### src/common/bimf_pkg.sv
// Shared constants and types for the burst instruction memory controller
package bimf_pkg;
    localparam int unsigned BIMF_ADDR_W     = 32;
    localparam int unsigned BIMF_CNT_W      = 8;
    localparam int unsigned BIMF_DATA_W     = 32;
    localparam int unsigned BIMF_FIFO_DEPTH = 8;
    localparam int unsigned BIMF_MEM_WORDS  = 256;
    localparam logic [BIMF_ADDR_W-1:0] BIMF_DECODE_MASK = 32'hFFFF_FC00;
    localparam logic [BIMF_ADDR_W-1:0] BIMF_DECODE_BASE = 32'h0000_0000;
    localparam logic [BIMF_CNT_W-1:0]  BIMF_CNT_ONE     = 8'h01;
    localparam logic [BIMF_CNT_W-1:0]  BIMF_CNT_ZERO    = 8'h00;
    localparam logic [BIMF_ADDR_W-1:0] BIMF_ADDR_ZERO   = 32'h0000_0000;
    localparam logic [BIMF_DATA_W-1:0] BIMF_DATA_ZERO   = 32'h0000_0000;
    localparam logic [BIMF_ADDR_W-1:0] BIMF_ADDR_STEP   = 32'h0000_0004;
    localparam logic                   BIMF_SPACE_ID    = 1'b0;
    typedef enum logic [1:0] {
        BIMF_IDLE,
        BIMF_START,
        BIMF_BURST
    } bimf_state_e;
endpackage

### src/common/bimf_if.sv
// Instruction bus between processor prefetcher and memory controller
`timescale 1ns/1ps
interface bimf_if
    import bimf_pkg::*;
();
    logic                   instr_req;
    logic                   burst_req;
    logic                   req_type;
    logic                   bus_invalid;
    logic [BIMF_ADDR_W-1:0] addr;
    logic                   instr_ready;
    logic                   burst_acknowledge;
    logic [BIMF_DATA_W-1:0] instr;

    modport mem (
        input  instr_req,
        input  burst_req,
        input  req_type,
        input  bus_invalid,
        input  addr,
        output instr_ready,
        output burst_acknowledge,
        output instr
    );
    modport cpu (
        output instr_req,
        output burst_req,
        output req_type,
        output bus_invalid,
        output addr,
        input  instr_ready,
        input  burst_acknowledge,
        input  instr
    );
endinterface

### src/rtl/bimf_fifo.sv
// Parameterised valid/ready FIFO for the fetched instruction stream
`timescale 1ns/1ps
module bimf_fifo #(
    parameter int unsigned WIDTH = 32,
    parameter int unsigned DEPTH = 8
) (
    input  wire logic             clk,
    input  wire logic             nrst,
    input  wire logic             in_valid,
    output logic                  in_ready,
    input  wire logic [WIDTH-1:0] in_data,
    output logic                  out_valid,
    input  wire logic             out_ready,
    output logic      [WIDTH-1:0] out_data
);
    localparam int unsigned AW = $clog2(DEPTH);

    logic [WIDTH-1:0] mem_q [DEPTH];
    logic [AW-1:0]    wr_q;
    logic [AW-1:0]    rd_q;
    logic [AW:0]      cnt_q;
    logic             push;
    logic             pop;

    // Handshakes from occupancy
    assign in_ready  = (cnt_q != (AW+1)'(DEPTH));
    assign out_valid = (cnt_q != '0);
    assign push      = in_valid && in_ready;
    assign pop       = out_valid && out_ready;
    assign out_data  = mem_q[rd_q];

    // Storage array, no reset needed
    always_ff @(posedge clk) begin
        if (push) begin
            mem_q[wr_q] <= in_data;
        end
    end

    // Pointers and count
    always_ff @(posedge clk or negedge nrst) begin
        if (!nrst) begin
            wr_q  <= '0;
            rd_q  <= '0;
            cnt_q <= '0;
        end else begin
            if (push) begin
                wr_q <= (wr_q == AW'(DEPTH - 1)) ? '0 : wr_q + 1'b1;
            end
            if (pop) begin
                rd_q <= (rd_q == AW'(DEPTH - 1)) ? '0 : rd_q + 1'b1;
            end
            cnt_q <= cnt_q + (AW+1)'(push) - (AW+1)'(pop);
        end
    end
endmodule

### src/rtl/bimf_cpu_fetch.sv
// Processor-end fetch unit: issues requests, bursts, buffers the stream
`timescale 1ns/1ps
module bimf_cpu_fetch
    import bimf_pkg::*;
(
    input  wire logic                   clk,
    input  wire logic                   nrst,
    bimf_if.cpu                         bus,
    input  wire logic                   fetch_go,
    input  wire logic [BIMF_ADDR_W-1:0] fetch_addr,
    input  wire logic                   fetch_burst,
    input  wire logic                   fetch_invalid,
    output logic                        instr_valid,
    input  wire logic                   instr_taken,
    output logic [BIMF_DATA_W-1:0]      instr_data,
    output logic                        fetch_busy
);
    typedef struct packed {
        logic                   req;
        logic                   burst;
        logic [BIMF_ADDR_W-1:0] addr;
        logic [3:0]             level;
    } bimf_cpu_s;

    localparam logic [3:0] LVL_LAST = 4'(BIMF_FIFO_DEPTH - 1);
    localparam logic [3:0] LVL_ONE  = 4'h1;

    bimf_cpu_s cpu_q;
    bimf_cpu_s cpu_d;
    logic      fifo_ready;
    logic      fifo_in_valid;
    logic      pop;
    logic      room;

    // Room for the word already in flight plus one more
    assign pop  = instr_valid && instr_taken;
    assign room = (cpu_q.level < LVL_LAST) || ((cpu_q.level == LVL_LAST) && !bus.instr_ready);

    // Bus drive; burst request held only while buffer has room
    assign bus.instr_req   = cpu_q.req;
    assign bus.addr        = cpu_q.addr;
    assign bus.req_type    = BIMF_SPACE_ID;
    assign bus.bus_invalid = fetch_invalid;
    assign bus.burst_req   = cpu_q.burst && room;
    assign fifo_in_valid   = bus.instr_ready;
    assign fetch_busy      = cpu_q.req || cpu_q.burst;

    // Request sequencing
    always_comb begin
        cpu_d = cpu_q;
        if (fetch_go && fifo_ready) begin
            cpu_d.req   = 1'b1;
            cpu_d.addr  = fetch_addr;
            cpu_d.burst = fetch_burst;
        end else if (bus.burst_acknowledge) begin
            cpu_d.req  = 1'b0;
            cpu_d.addr = BIMF_ADDR_ZERO;
        end else if (bus.instr_ready && !cpu_q.burst) begin
            cpu_d.req = 1'b0;
        end else if (fetch_invalid) begin
            cpu_d.req = 1'b0; // Cancelled request withdrawn
        end
        // Buffer occupancy as seen by the burst throttle
        if (bus.instr_ready && !pop) begin
            cpu_d.level = cpu_q.level + LVL_ONE;
        end else if (!bus.instr_ready && pop) begin
            cpu_d.level = cpu_q.level - LVL_ONE;
        end
    end

    // Registers
    always_ff @(posedge clk or negedge nrst) begin
        if (!nrst) begin
            cpu_q.req   <= 1'b0;
            cpu_q.burst <= 1'b0;
            cpu_q.addr  <= BIMF_ADDR_ZERO;
            cpu_q.level <= 4'h0;
        end else begin
            cpu_q <= cpu_d;
        end
    end

    // Prefetch buffer for delivered instructions
    bimf_fifo #(
        .WIDTH (BIMF_DATA_W),
        .DEPTH (BIMF_FIFO_DEPTH)
    ) u_prefetch (
        .clk       (clk),
        .nrst      (nrst),
        .in_valid  (fifo_in_valid),
        .in_ready  (fifo_ready),
        .in_data   (bus.instr),
        .out_valid (instr_valid),
        .out_ready (instr_taken),
        .out_data  (instr_data)
    );
endmodule

### src/flat_wrapper.sv
// flat-port wrapper written by rule: the top's interface ports become plain ports
module bimf_cpu_fetch_flat import bimf_pkg::*;
  (clk, nrst, fetch_go, fetch_addr, fetch_burst, fetch_invalid, instr_valid, instr_taken, instr_data, fetch_busy, bus_instr_req, bus_burst_req, bus_req_type, bus_bus_invalid, bus_addr, bus_instr_ready, bus_burst_acknowledge, bus_instr);
  bimf_if bus_i ();
  input  wire logic clk;
  input  wire logic nrst;
  input  wire logic fetch_go;
  input  wire logic [BIMF_ADDR_W-1:0] fetch_addr;
  input  wire logic fetch_burst;
  input  wire logic fetch_invalid;
  output logic instr_valid;
  input  wire logic instr_taken;
  output logic [BIMF_DATA_W-1:0] instr_data;
  output logic fetch_busy;
  output wire logic [$bits(bus_i.instr_req)-1:0] bus_instr_req;
  output wire logic [$bits(bus_i.burst_req)-1:0] bus_burst_req;
  output wire logic [$bits(bus_i.req_type)-1:0] bus_req_type;
  output wire logic [$bits(bus_i.bus_invalid)-1:0] bus_bus_invalid;
  output wire logic [$bits(bus_i.addr)-1:0] bus_addr;
  input wire logic [$bits(bus_i.instr_ready)-1:0] bus_instr_ready;
  input wire logic [$bits(bus_i.burst_acknowledge)-1:0] bus_burst_acknowledge;
  input wire logic [$bits(bus_i.instr)-1:0] bus_instr;
  assign bus_instr_req = bus_i.instr_req;
  assign bus_burst_req = bus_i.burst_req;
  assign bus_req_type = bus_i.req_type;
  assign bus_bus_invalid = bus_i.bus_invalid;
  assign bus_addr = bus_i.addr;
  assign bus_i.instr_ready = bus_instr_ready;
  assign bus_i.burst_acknowledge = bus_burst_acknowledge;
  assign bus_i.instr = bus_instr;
  bimf_cpu_fetch u_core (.clk(clk), .nrst(nrst), .bus(bus_i), .fetch_go(fetch_go), .fetch_addr(fetch_addr), .fetch_burst(fetch_burst), .fetch_invalid(fetch_invalid), .instr_valid(instr_valid), .instr_taken(instr_taken), .instr_data(instr_data), .fetch_busy(fetch_busy));
endmodule
### config.mk
export PLATFORM = sky130hd
export DESIGN_NAME = bimf_cpu_fetch_flat
export DESIGN_NICKNAME = d
export VERILOG_FILES = /design/src/common/bimf_pkg.sv /design/src/common/bimf_if.sv /design/src/rtl/bimf_fifo.sv /design/src/rtl/bimf_cpu_fetch.sv /design/src/flat_wrapper.sv
export SDC_FILE = /design/constraint.sdc
export NUM_CORES = 1
export LEC_CHECK = 0
export ABC_CLOCK_PERIOD_IN_PS = 6100
export BUFFER_PORTS_ARGS = -buffer_cell sky130_fd_sc_hd__clkbuf_2
export CORE_UTILIZATION = 58
export DETAILED_ROUTE_END_ITERATION = 12
export PLACE_DENSITY = 0.79
export RECOVER_POWER = 50
export REMOVE_ABC_BUFFERS = 1
export SYNTH_ARGS = -nofsm -noshare
export SYNTH_HDL_FRONTEND = slang
export SYNTH_HIERARCHICAL = 1
export SYNTH_SLANG_ARGS = --single-unit
### constraint.sdc
create_clock -name clk -period 6.1 [get_ports clk]
set_input_delay 1.22 -clock clk [delete_from_list [all_inputs] [get_ports clk]]
set_output_delay 1.22 -clock clk [all_outputs]
set_load 0.02 [all_outputs]
======== Word-level counts from Yosys, hierarchy flattened ========
Memories as Yosys holds them, arrays and structs flattened.
Index checks and enable logic that the tools add are counted.
operators by class
  add/subtract/negate cells ............... 6
  multipliers ............................. 0
  div/mod/pow operators ................... 0
  magnitude comparators ................... 1
  eq/ne operators ......................... 4
  shifts and indexed selects .............. 0
  mux-type cells .......................... 12
  bitwise logic cells ..................... 0
  reductions and logical operators ........ 17
operator list
  operator               count
  $mux W32               2
  $logic_and A1 B1 Y1    8
  $mux W4                2
  $reduce_bool A4 Y1     2
  $add A3 B1 Y3 const B  2
  $eq A3 B3 Y1 const B   2
  $mux W1                6
  $mux W3                2
  $add A4 B1 Y4          1
  $add A4 B1 Y4 const B  1
  $eq A4 B3 Y1 const B   1
  $lt A4 B3 Y1 const B   1
  $ne A4 B4 Y1 const B   1
  $reduce_bool A2 Y1     2
  $sub A4 B1 Y4          1
  $sub A4 B1 Y4 const B  1
  $logic_not A1 Y1       3
  $logic_or A1 B1 Y1     2
word-level totals
  bits in registers ....................... 48
  latch bits .............................. 0
  memory bits (writable) .................. 256
  memory bits (read-only) ................. 0
  bits of input ports ..................... 72
  output and inout bits ................... 70
  word-level logic and storage cells ...... 48
  memories ................................ 1
memories
  memory                   words  width  rd ports  clocked after memory_dff  write ports  line             RTL
  u_core.u_prefetch.mem_q  8      32     1         0                         1            bimf_fifo.sv:18  logic [WIDTH-1:0] mem_q [DEPTH];

======== Depth between registers and ports, before layout ========
Gate-level depths: netlist of run 1.
  depth in word-level cells ............... 5
  gate-level depth with buffers ........... 11
  gate-level depth less buffers ........... 11

======== Modules after synthesis ========
The synthesis of run 1 kept the hierarchy.
modules (own cells, without submodules)
  module          instances  cells an instance  area each (um^2)  sequential area each (um^2)
  bimf_fifo       1          426                10256.1           7937.6
  bimf_cpu_fetch  1          212                1999.4            950.9

======== Worst setup path after synthesis of run 1 ========
OpenSTA, ideal clock, no wires.
  kind .................................... in2reg
  start ................................... in bus_instr_ready
  end ..................................... mem u_core.u_prefetch.mem_q[0][0] (enable)
  setup time .............................. 0.501 ns
  data arrival time ....................... 4.465 ns
  required time ........................... 5.599 ns
  setup slack ............................. 1.134 ns
  cell stages on the path ................. 2
  buffers on the path ..................... 0
  cell sequence ........................... nand2_1 > nor4_1
on the way
  cells in the longest elaborated chain, start to end .. 3
RTL lines
  what                           line                RTL
  start, declared                flat_wrapper.sv:20  input wire logic [$bits(bus_i.instr_ready)-1:0] bus_instr_ready;
  $logic_and A1 B1 Y1            bimf_fifo.sv:28     assign push = in_valid && in_ready;
  $mux W1                        bimf_fifo.sv:34     if (push) begin
  $mux W1 (not written as such)  bimf_fifo.sv:35     mem_q[wr_q] <= in_data;
  end, declared                  bimf_fifo.sv:18
No other way between the ends.

======== Worst setup path in the final report of run 1 ========
  start ................................... reg u_core.u_prefetch.rd_q[0]
  end ..................................... out instr_data[18]
on the way
  cells in the longest elaborated chain, start to end .. 1
RTL lines
  what                    line                RTL
  start, declared         bimf_fifo.sv:20     logic [AW-1:0] rd_q;
  start signal, assigned  bimf_fifo.sv:50     rd_q <= (rd_q == AW'(DEPTH - 1)) ? '0 : rd_q + 1'b1;
  $mem_v2 Z8 W32          -
  end, declared           flat_wrapper.sv:13  output logic [BIMF_DATA_W-1:0] instr_data;
No other way between the ends.

==> results of run 1 <==
-- power by group through the flow --
stage	Sequential (mW)	Combinational, mW	Clock, mW
after floorplan	2.97	1.32	0
after global placement	2.94	1.89	0
after detailed placement	2.97	1.95	0
after CTS	2.94	1.96	1.93
after global routing	2.98	2.07	2.00
final	2.93	1.93	1.89
-- layout make-up --
cell class | instances | area, um2
well taps | 270 | 338
inverters | 7 | 26.3
clock inverters | 11 | 165
fillers | 1334 | 6490
multi-input cells | 264 | 2960
clock buffers | 45 | 878
flip-flops and latches | 304 | 8890
repair buffers | 151 | 736
-- metal layers --
| layer | routed length [um] | share of wire | global-route usage |
|---|---|---|---|
| met2 | 11900 | 0.52 | 0.383 |
| met5 | 0 | 0 | 0 |
| met3 | 1550 | 0.068 | 0.0422 |
| met4 | 365 | 0.016 | 0.0603 |
| met1 | 9080 | 0.40 | 0.287 |
-- worst reg2reg max path, stage by stage, from the launching register on --
cell and delay [ps]:
sky130_fd_sc_hd__dfrtp_1 330, sky130_fd_sc_hd__inv_1 70, sky130_fd_sc_hd__ha_1 190, sky130_fd_sc_hd__or3b_1 200, sky130_fd_sc_hd__nand2_1 240, sky130_fd_sc_hd__nor4_2 210, sky130_fd_sc_hd__clkbuf_1 1740
-- through the flow --
stage,power (mW),utilization,hold slack (ps),std cells,area [um2]
2_1_floorplan,4.29,-,478,575,11800
3_3_place_gp,4.83,0.635,497,996,13000
3_5_place_dp,4.92,0.635,516,996,13000
4_1_cts,6.83,0.685,531,1052,14000
5_1_grt,7.05,0.683,545,1052,14000
6_report,6.74,0.683,525,1052,14000
-- cells in the final DEF (no fill, tap or decap), types with 8 or more instances in the layout --
cell type,synthesis,routed
sky130_fd_sc_hd__buf_4,34,9
sky130_fd_sc_hd__clkbuf_2,1,108
sky130_fd_sc_hd__nand2_1,38,38
sky130_fd_sc_hd__nand2b_1,35,35
sky130_fd_sc_hd__edfxtp_1,256,256
sky130_fd_sc_hd__clkbuf_1,8,43
sky130_fd_sc_hd__dfrtp_1,48,45
sky130_fd_sc_hd__mux2_2,36,36
sky130_fd_sc_hd__ha_1,13,13
sky130_fd_sc_hd__clkbuf_16,0,31
sky130_fd_sc_hd__o21ai_0,19,33
sky130_fd_sc_hd__mux4_2,56,56
sky130_fd_sc_hd__mux4_1,8,8
-- registers in the layout, summed over array words and instances, names as in the netlist --
register	cells
u_core/cpu_q	5
u_core/u_prefetch/rd_q	3
u_core/u_prefetch/mem_q	256
u_core/u_prefetch/cnt_q	4
u_core/u_prefetch/wr_q	3
u_core/bus.addr	32
u_core/bus.instr_req	1
-- logic make-up (layout without fill, tap and decap cells) --
group / after synthesis / in the layout
multiplexers: 105 / 105
AND/OR/NAND/NOR: 98 / 98
XOR/XNOR: 4 / 4
buffers and inverters: 70 / 214
flip-flops: 304 / 304
AO/OA/AOI/OAI: 41 / 41
other: 1 / 1
adder cells (fa/ha/maj): 15 / 15
-- worst paths after layout --
check                                                start                              to  slack, ps  cells past startpoint
worst max register to register  u_core/u_prefetch/cnt_q[2]  u_core/u_prefetch/mem_q[0][16]       2660                      6
worst min-delay path                  u_core/bus.instr_req            u_core/bus.instr_req        520                      1
min in group asynchronous                             nrst              u_core/bus.addr[7]       1530                      2
worst min register to register        u_core/bus.instr_req            u_core/bus.instr_req        520                      1
worst max-delay path             u_core/u_prefetch/rd_q[0]                  instr_data[18]       1700                      4
max in group asynchronous                             nrst       u_core/u_prefetch/rd_q[0]       2810                      2
==> parameters.txt, run 1 <==
Parameter                              Value

Status
  Status    finished, violations left
  Failing checks    max-capacitance violations, max-slew violations

Yosys
  Number of enable-type register cells in the synthesized netlist    ~260
  Gate Count Post-Synth    638
  Number of flip-flops and latches in the synthesized netlist    about 300
  Average instance area after synthesis    19.2 um2
  Area fraction in and, or, nand and nor cells after synthesis    0.0413
  Cell types occupying the most area after synthesis    sky130_fd_sc_hd__edfxtp_1 63%, sky130_fd_sc_hd__mux4_2 10%, sky130_fd_sc_hd__dfrtp_1 9.8%
  Synth cell count leaders    256 x sky130_fd_sc_hd__edfxtp_1, 56 x sky130_fd_sc_hd__mux4_2, 48 x sky130_fd_sc_hd__dfrtp_1
  Synth Area in Adders    0.0165
  Post-synthesis mux area share    0.158
  Area share of the largest cell type after synthesis    0.627
  Commonest register cell after synthesis    sky130_fd_sc_hd__edfxtp_1
  Dominant combinational cell family by area after synthesis    multiplexers
  Warning count from the yosys run    6
  Biggest area consumer among synthesized cells    sky130_fd_sc_hd__edfxtp_1
  Most frequent cell after synthesis    sky130_fd_sc_hd__edfxtp_1
  Sequential-to-total area share from yosys stat    0.725
  Xor/xnor share of the synthesized area    0.00286
  Async S/R FF share, synth    0.158
  Number of distinct library cells after synthesis    44
  Share of the synthesized area in compound gates (AO/OA/AOI/OAI)    0.0190
  Post-synthesis instance area    about 12000 um2

Clocking
  Skew-Pair Late Insertion Delay    around 540 ps
  TritonCTS Sinks    a little over 300
  Maximum level of the CTS H-tree    1
  CTS Buf Count    30
  Post-CTS Hold Buffers    0
  Number of gates resized after CTS    0
  Setup fix buffers added after clock tree synthesis    0
  Clock transition at the registers of the reported paths    roughly 60 ps
  CTS tree    yes
  CTS Buffer Depth    3
  Clock tree root buffer cell    sky130_fd_sc_hd__clkbuf_16

Flow run
  Count of maximum capacitance violations    3

Detailed routing
  Vias    around 6000
  ANT nets after route    0
  Sum of routed wire length over all layers    between 20000 and 25000 um
  Number of search-and-repair iterations in the first detailed-routing pass    5
  WL per Instance    ~22 um
  Number of vias per cell after detailed routing    slightly below 6
  Number of violations reported at the end of detailed-routing iteration 0    between 300 and 400
  Number of DRC violations after detailed routing    0

Place
  Routability Congestion    between 0.8 and 0.9
  Worst slack, placed    ~2200 ps
  Detail Placement HPWL    about 13000 um
  Count of port buffers added during placement    140

Setup path
  Arrival time at the worst endpoint    ~3200 ps
  Critical path endpoint category    output pin
  Required time at the endpoint of the critical path    4880 ps
  CP max FO    between 40 and 50
  Crit path cell chain    buf_4, mux4_2, mux2_2, clkbuf_2
  Critical path class    reg2out
  Critical path buffers and inverters    2
  Peak per-stage delay on the critical path    1000 ps
  Nature of the critical path startpoint    register
  Cell family with most CP delay    flip-flops
  Critical Path Slowest Stage Cell    sky130_fd_sc_hd__dfrtp_4

Timing
  Maximum clock skew at final layout    13.4 ps
  Worst slew margin relative to its limit    -0.753
  Unrepaired setup endpoints after global routing    false
  Fmax    between 200 and 250 MHz
  Final TNS setup    0 ps
  Transition time at the pin with the least slew margin    roughly 2600 ps
  Final worst path period need    4400 ps
  Final number of hold-violating endpoints    0
  Number of max-slew violations in the final report    149
  Final cycle utilization of the critical path    0.722
  Min setup slack post-route    around 1700 ps
  Count of final setup violators    0

Pwr
  Comb pwr share    0.286
  Power per cell area    482 nW/um2
  Net switching power    just over 2 mW
  Clock network fraction of design power    0.280
  Reported leakage power    between 4 and 5 nW
  Internal portion of total power    around 4.7 mW
  Fraction of power spent switching nets    0.304
  Sequential fraction of design power    0.435
  Largest vdd supply drop    0.276 mV

GRT
  Maximum number of pins on one net before global-route repair    between 60 and 70
  GRT Total Usage    0.221
  Residual overflow from global routing    0
  Via count of the first global-routing pass    roughly 6500
  Antenna violations before repair    0
  Wire length of the first global-routing pass    around 36000 um

Hold path
  Classification of the worst-slack hold path    reg2reg

Die
  I/O pins    between 100 and 150
  Total number of placement rows    52
  Area of the core    20500 um2
  Initial core utilization    0.598
  Die height    between 100 and 150 um
  DIE AREA    ~22000 um2
  Horizontal die dimension    approximately 150 um

Final layout
  Relative area change from synthesis to final layout    14.2%
  Number of diodes added for antenna fixing    0
  Proportion of layout cells with a drive suffix above 1    0.347
  Net count, final    approximately 850
Power figures use the tool's default switching activity.
==> run 2: changes to the inputs <==
Settings changed: ABC_CLOCK_PERIOD_IN_PS 6100 to 4400.
Clock period 6.1 ns to 4.4 ns, I/O delays scaled along.
==> parameters.txt, run 2 (synthesis gave the netlist of run 1 again) <==
Parameter                              Value

Final layout
  Relative area change from synthesis to final layout    15.5%
  Net count, final    853
  Most frequent cells in the layout    256 x sky130_fd_sc_hd__edfxtp_1, 91 x sky130_fd_sc_hd__clkbuf_2, 56 x sky130_fd_sc_hd__mux4_2
  Proportion of layout cells with a drive suffix above 1    0.337
  Number of diodes added for antenna fixing    0
  Biggest register    u_core/u_prefetch/mem_q
  Registers with the highest flip-flop counts    u_core/u_prefetch/mem_q (256), u_core/bus.addr (32), u_core/cpu_q (5)
  Commonest non-fill, non-tap cell in the layout    sky130_fd_sc_hd__edfxtp_1
  Flip-flop count of the largest register, all copies and words added    256

Clocking
  CTS Buffer Depth    3
  Skew-Pair Late Insertion Delay    ~550 ps
  Clock transition at the registers of the reported paths    about 60 ps
  CTS Buf Count    31
  Number of gates resized after CTS    0
  Clock tree root buffer cell    sky130_fd_sc_hd__clkbuf_16
  Maximum level of the CTS H-tree    1
  Post-CTS Hold Buffers    0
  CTS tree    yes
  Setup fix buffers added after clock tree synthesis    0
  TritonCTS Sinks    304

Detailed routing
  Number of violations reported at the end of detailed-routing iteration 0    between 300 and 400
  Vias    6077
  Sum of routed wire length over all layers    approximately 23000 um
  WL per Instance    ~22 um
  Number of DRC violations after detailed routing    0
  Number of search-and-repair iterations in the first detailed-routing pass    6
  Number of vias per cell after detailed routing    about 5.7
  ANT nets after route    0

Pwr
  Power per cell area    between 600 and 700 nW/um2
  Largest vdd supply drop    ~0.34 mV
  Total Power    9.66 mW
  Reported leakage power    ~5.0 nW

Timing
  Worst slew margin relative to its limit    -0.659
  Transition time at the pin with the least slew margin    2490 ps
  Final TNS setup    0 ps
  Unrepaired setup endpoints after global routing    false
  Count of final setup violators    0
  Maximum clock skew at final layout    about 11 ps
  Number of max-slew violations in the final report    49
  Final number of hold-violating endpoints    0
  Final worst path period need    between 3000 and 4000 ps
  Hold slack final    roughly 520 ps
  Fmax    between 200 and 300 MHz
  Final cycle utilization of the critical path    0.864

Setup path
  CP max FO    44
  Reg2reg setup slack    around 1700 ps
  Arrival time at the worst endpoint    roughly 3000 ps
  Critical path endpoint category    output pin
  Required time at the endpoint of the critical path    approximately 3500 ps
  Reg-to-Reg Start    u_core/u_prefetch/cnt_q[2]
  Critical Path Slowest Stage Cell    sky130_fd_sc_hd__dfrtp_4
  Critical path buffers and inverters    2
  Nature of the critical path startpoint    register
  Peak per-stage delay on the critical path    around 960 ps
  Terminus of the critical flop-to-flop path    u_core/cpu_q[3]
  Register-to-Register Path Depth    10
  Cell family with most CP delay    flip-flops
  Critical path class    reg2out
  Crit path from    u_core/u_prefetch/rd_q[0]
  Crit path cell chain    buf_4, mux4_2, mux2_2, clkbuf_2

Status
  Status    finished, violations left
  Failing checks    max-capacitance violations, max-slew violations

Hold path
  Sink of the worst hold path    u_core/bus.instr_req
  Classification of the worst-slack hold path    reg2reg
  Origin of the worst min-delay path    u_core/bus.instr_req
  Instance count along the most critical hold path    1

Die
  Die height    roughly 150 um
  Initial core utilization    0.598
  I/O pins    approximately 140
  Total number of placement rows    52
  Horizontal die dimension    about 150 um
  DIE AREA    around 22000 um2
  Area of the core    approximately 20000 um2

GRT
  Maximum number of pins on one net before global-route repair    67
  Residual overflow from global routing    0
  Wire length of the first global-routing pass    36700 um
  GRT Total Usage    0.226
  Antenna violations before repair    0
  Via count of the first global-routing pass    ~6500

Place
  Count of port buffers added during placement    between 100 and 150
  Routability Congestion    approximately 0.84
  Detail Placement HPWL    approximately 14000 um

Flow run
  Count of maximum capacitance violations    1
==> run 2: metrics by stage <==
| stage | instance area (um2) | instances | setup WS, ps | utilization |
|---|---|---|---|---|
| CTS | 14200 | 1060 | 517 | 0.694 |
| global route | 14200 | 1060 | 415 | 0.691 |
| finish | 14200 | 1060 | 600 | 0.691 |
| global placement | 13100 | 1003 | 1170 | 0.638 |
| detailed placement | 13100 | 1003 | 1110 | 0.638 |
| floorplan | 11800 | 575 | -226 | - |
==> run 2: worst reg2reg max path, cell delays in order, from the launching register on <==
cell	delay [ps]
sky130_fd_sc_hd__dfrtp_1	370
sky130_fd_sc_hd__inv_1	100
sky130_fd_sc_hd__ha_1	150
sky130_fd_sc_hd__or3b_2	470
sky130_fd_sc_hd__nand2_1	90
sky130_fd_sc_hd__ha_1	250
sky130_fd_sc_hd__inv_1	140
sky130_fd_sc_hd__ha_1	370
sky130_fd_sc_hd__or4_4	510
sky130_fd_sc_hd__o211ai_2	100
sky130_fd_sc_hd__o211ai_2	80
==> run 2: worst max-delay path by stage <==
stage,to,cells past startpoint
2_1_floorplan,u_core/u_prefetch/mem_q[0][0],2
3_3_place_gp,instr_data[10],4
3_5_place_dp,instr_data[10],4
4_1_cts,instr_data[17],4
5_1_grt,instr_data[10],4
6_report,instr_data[14],4
==> run 2: routing by layer <==
layer	up-vias	GRT usage	share of wire
met1	3073	0.295	0.39
met4	0	0.0603	0.019
met5	-	0	0
li1	2711	-	-
met3	40	0.0453	0.074
met2	253	0.391	0.52
==> run 2: layout make-up <==
type / count / area (um2)
sequential: 304 / 8890
fill: 1302 / 6340
multi-input combinational: 264 / 2950
clock buffer: 36 / 825
timing repair buffer: 158 / 779
clock inverter: 21 / 338
tap: 270 / 338
inverter: 7 / 26.3
==> run 2: power breakdown <==
part / internal (mW) / switching [mW]
Clock: 1.86 / 1.06
Combinational: 1.28 / 1.39
Sequential: 3.62 / 0.434
Total: 6.77 / 2.89
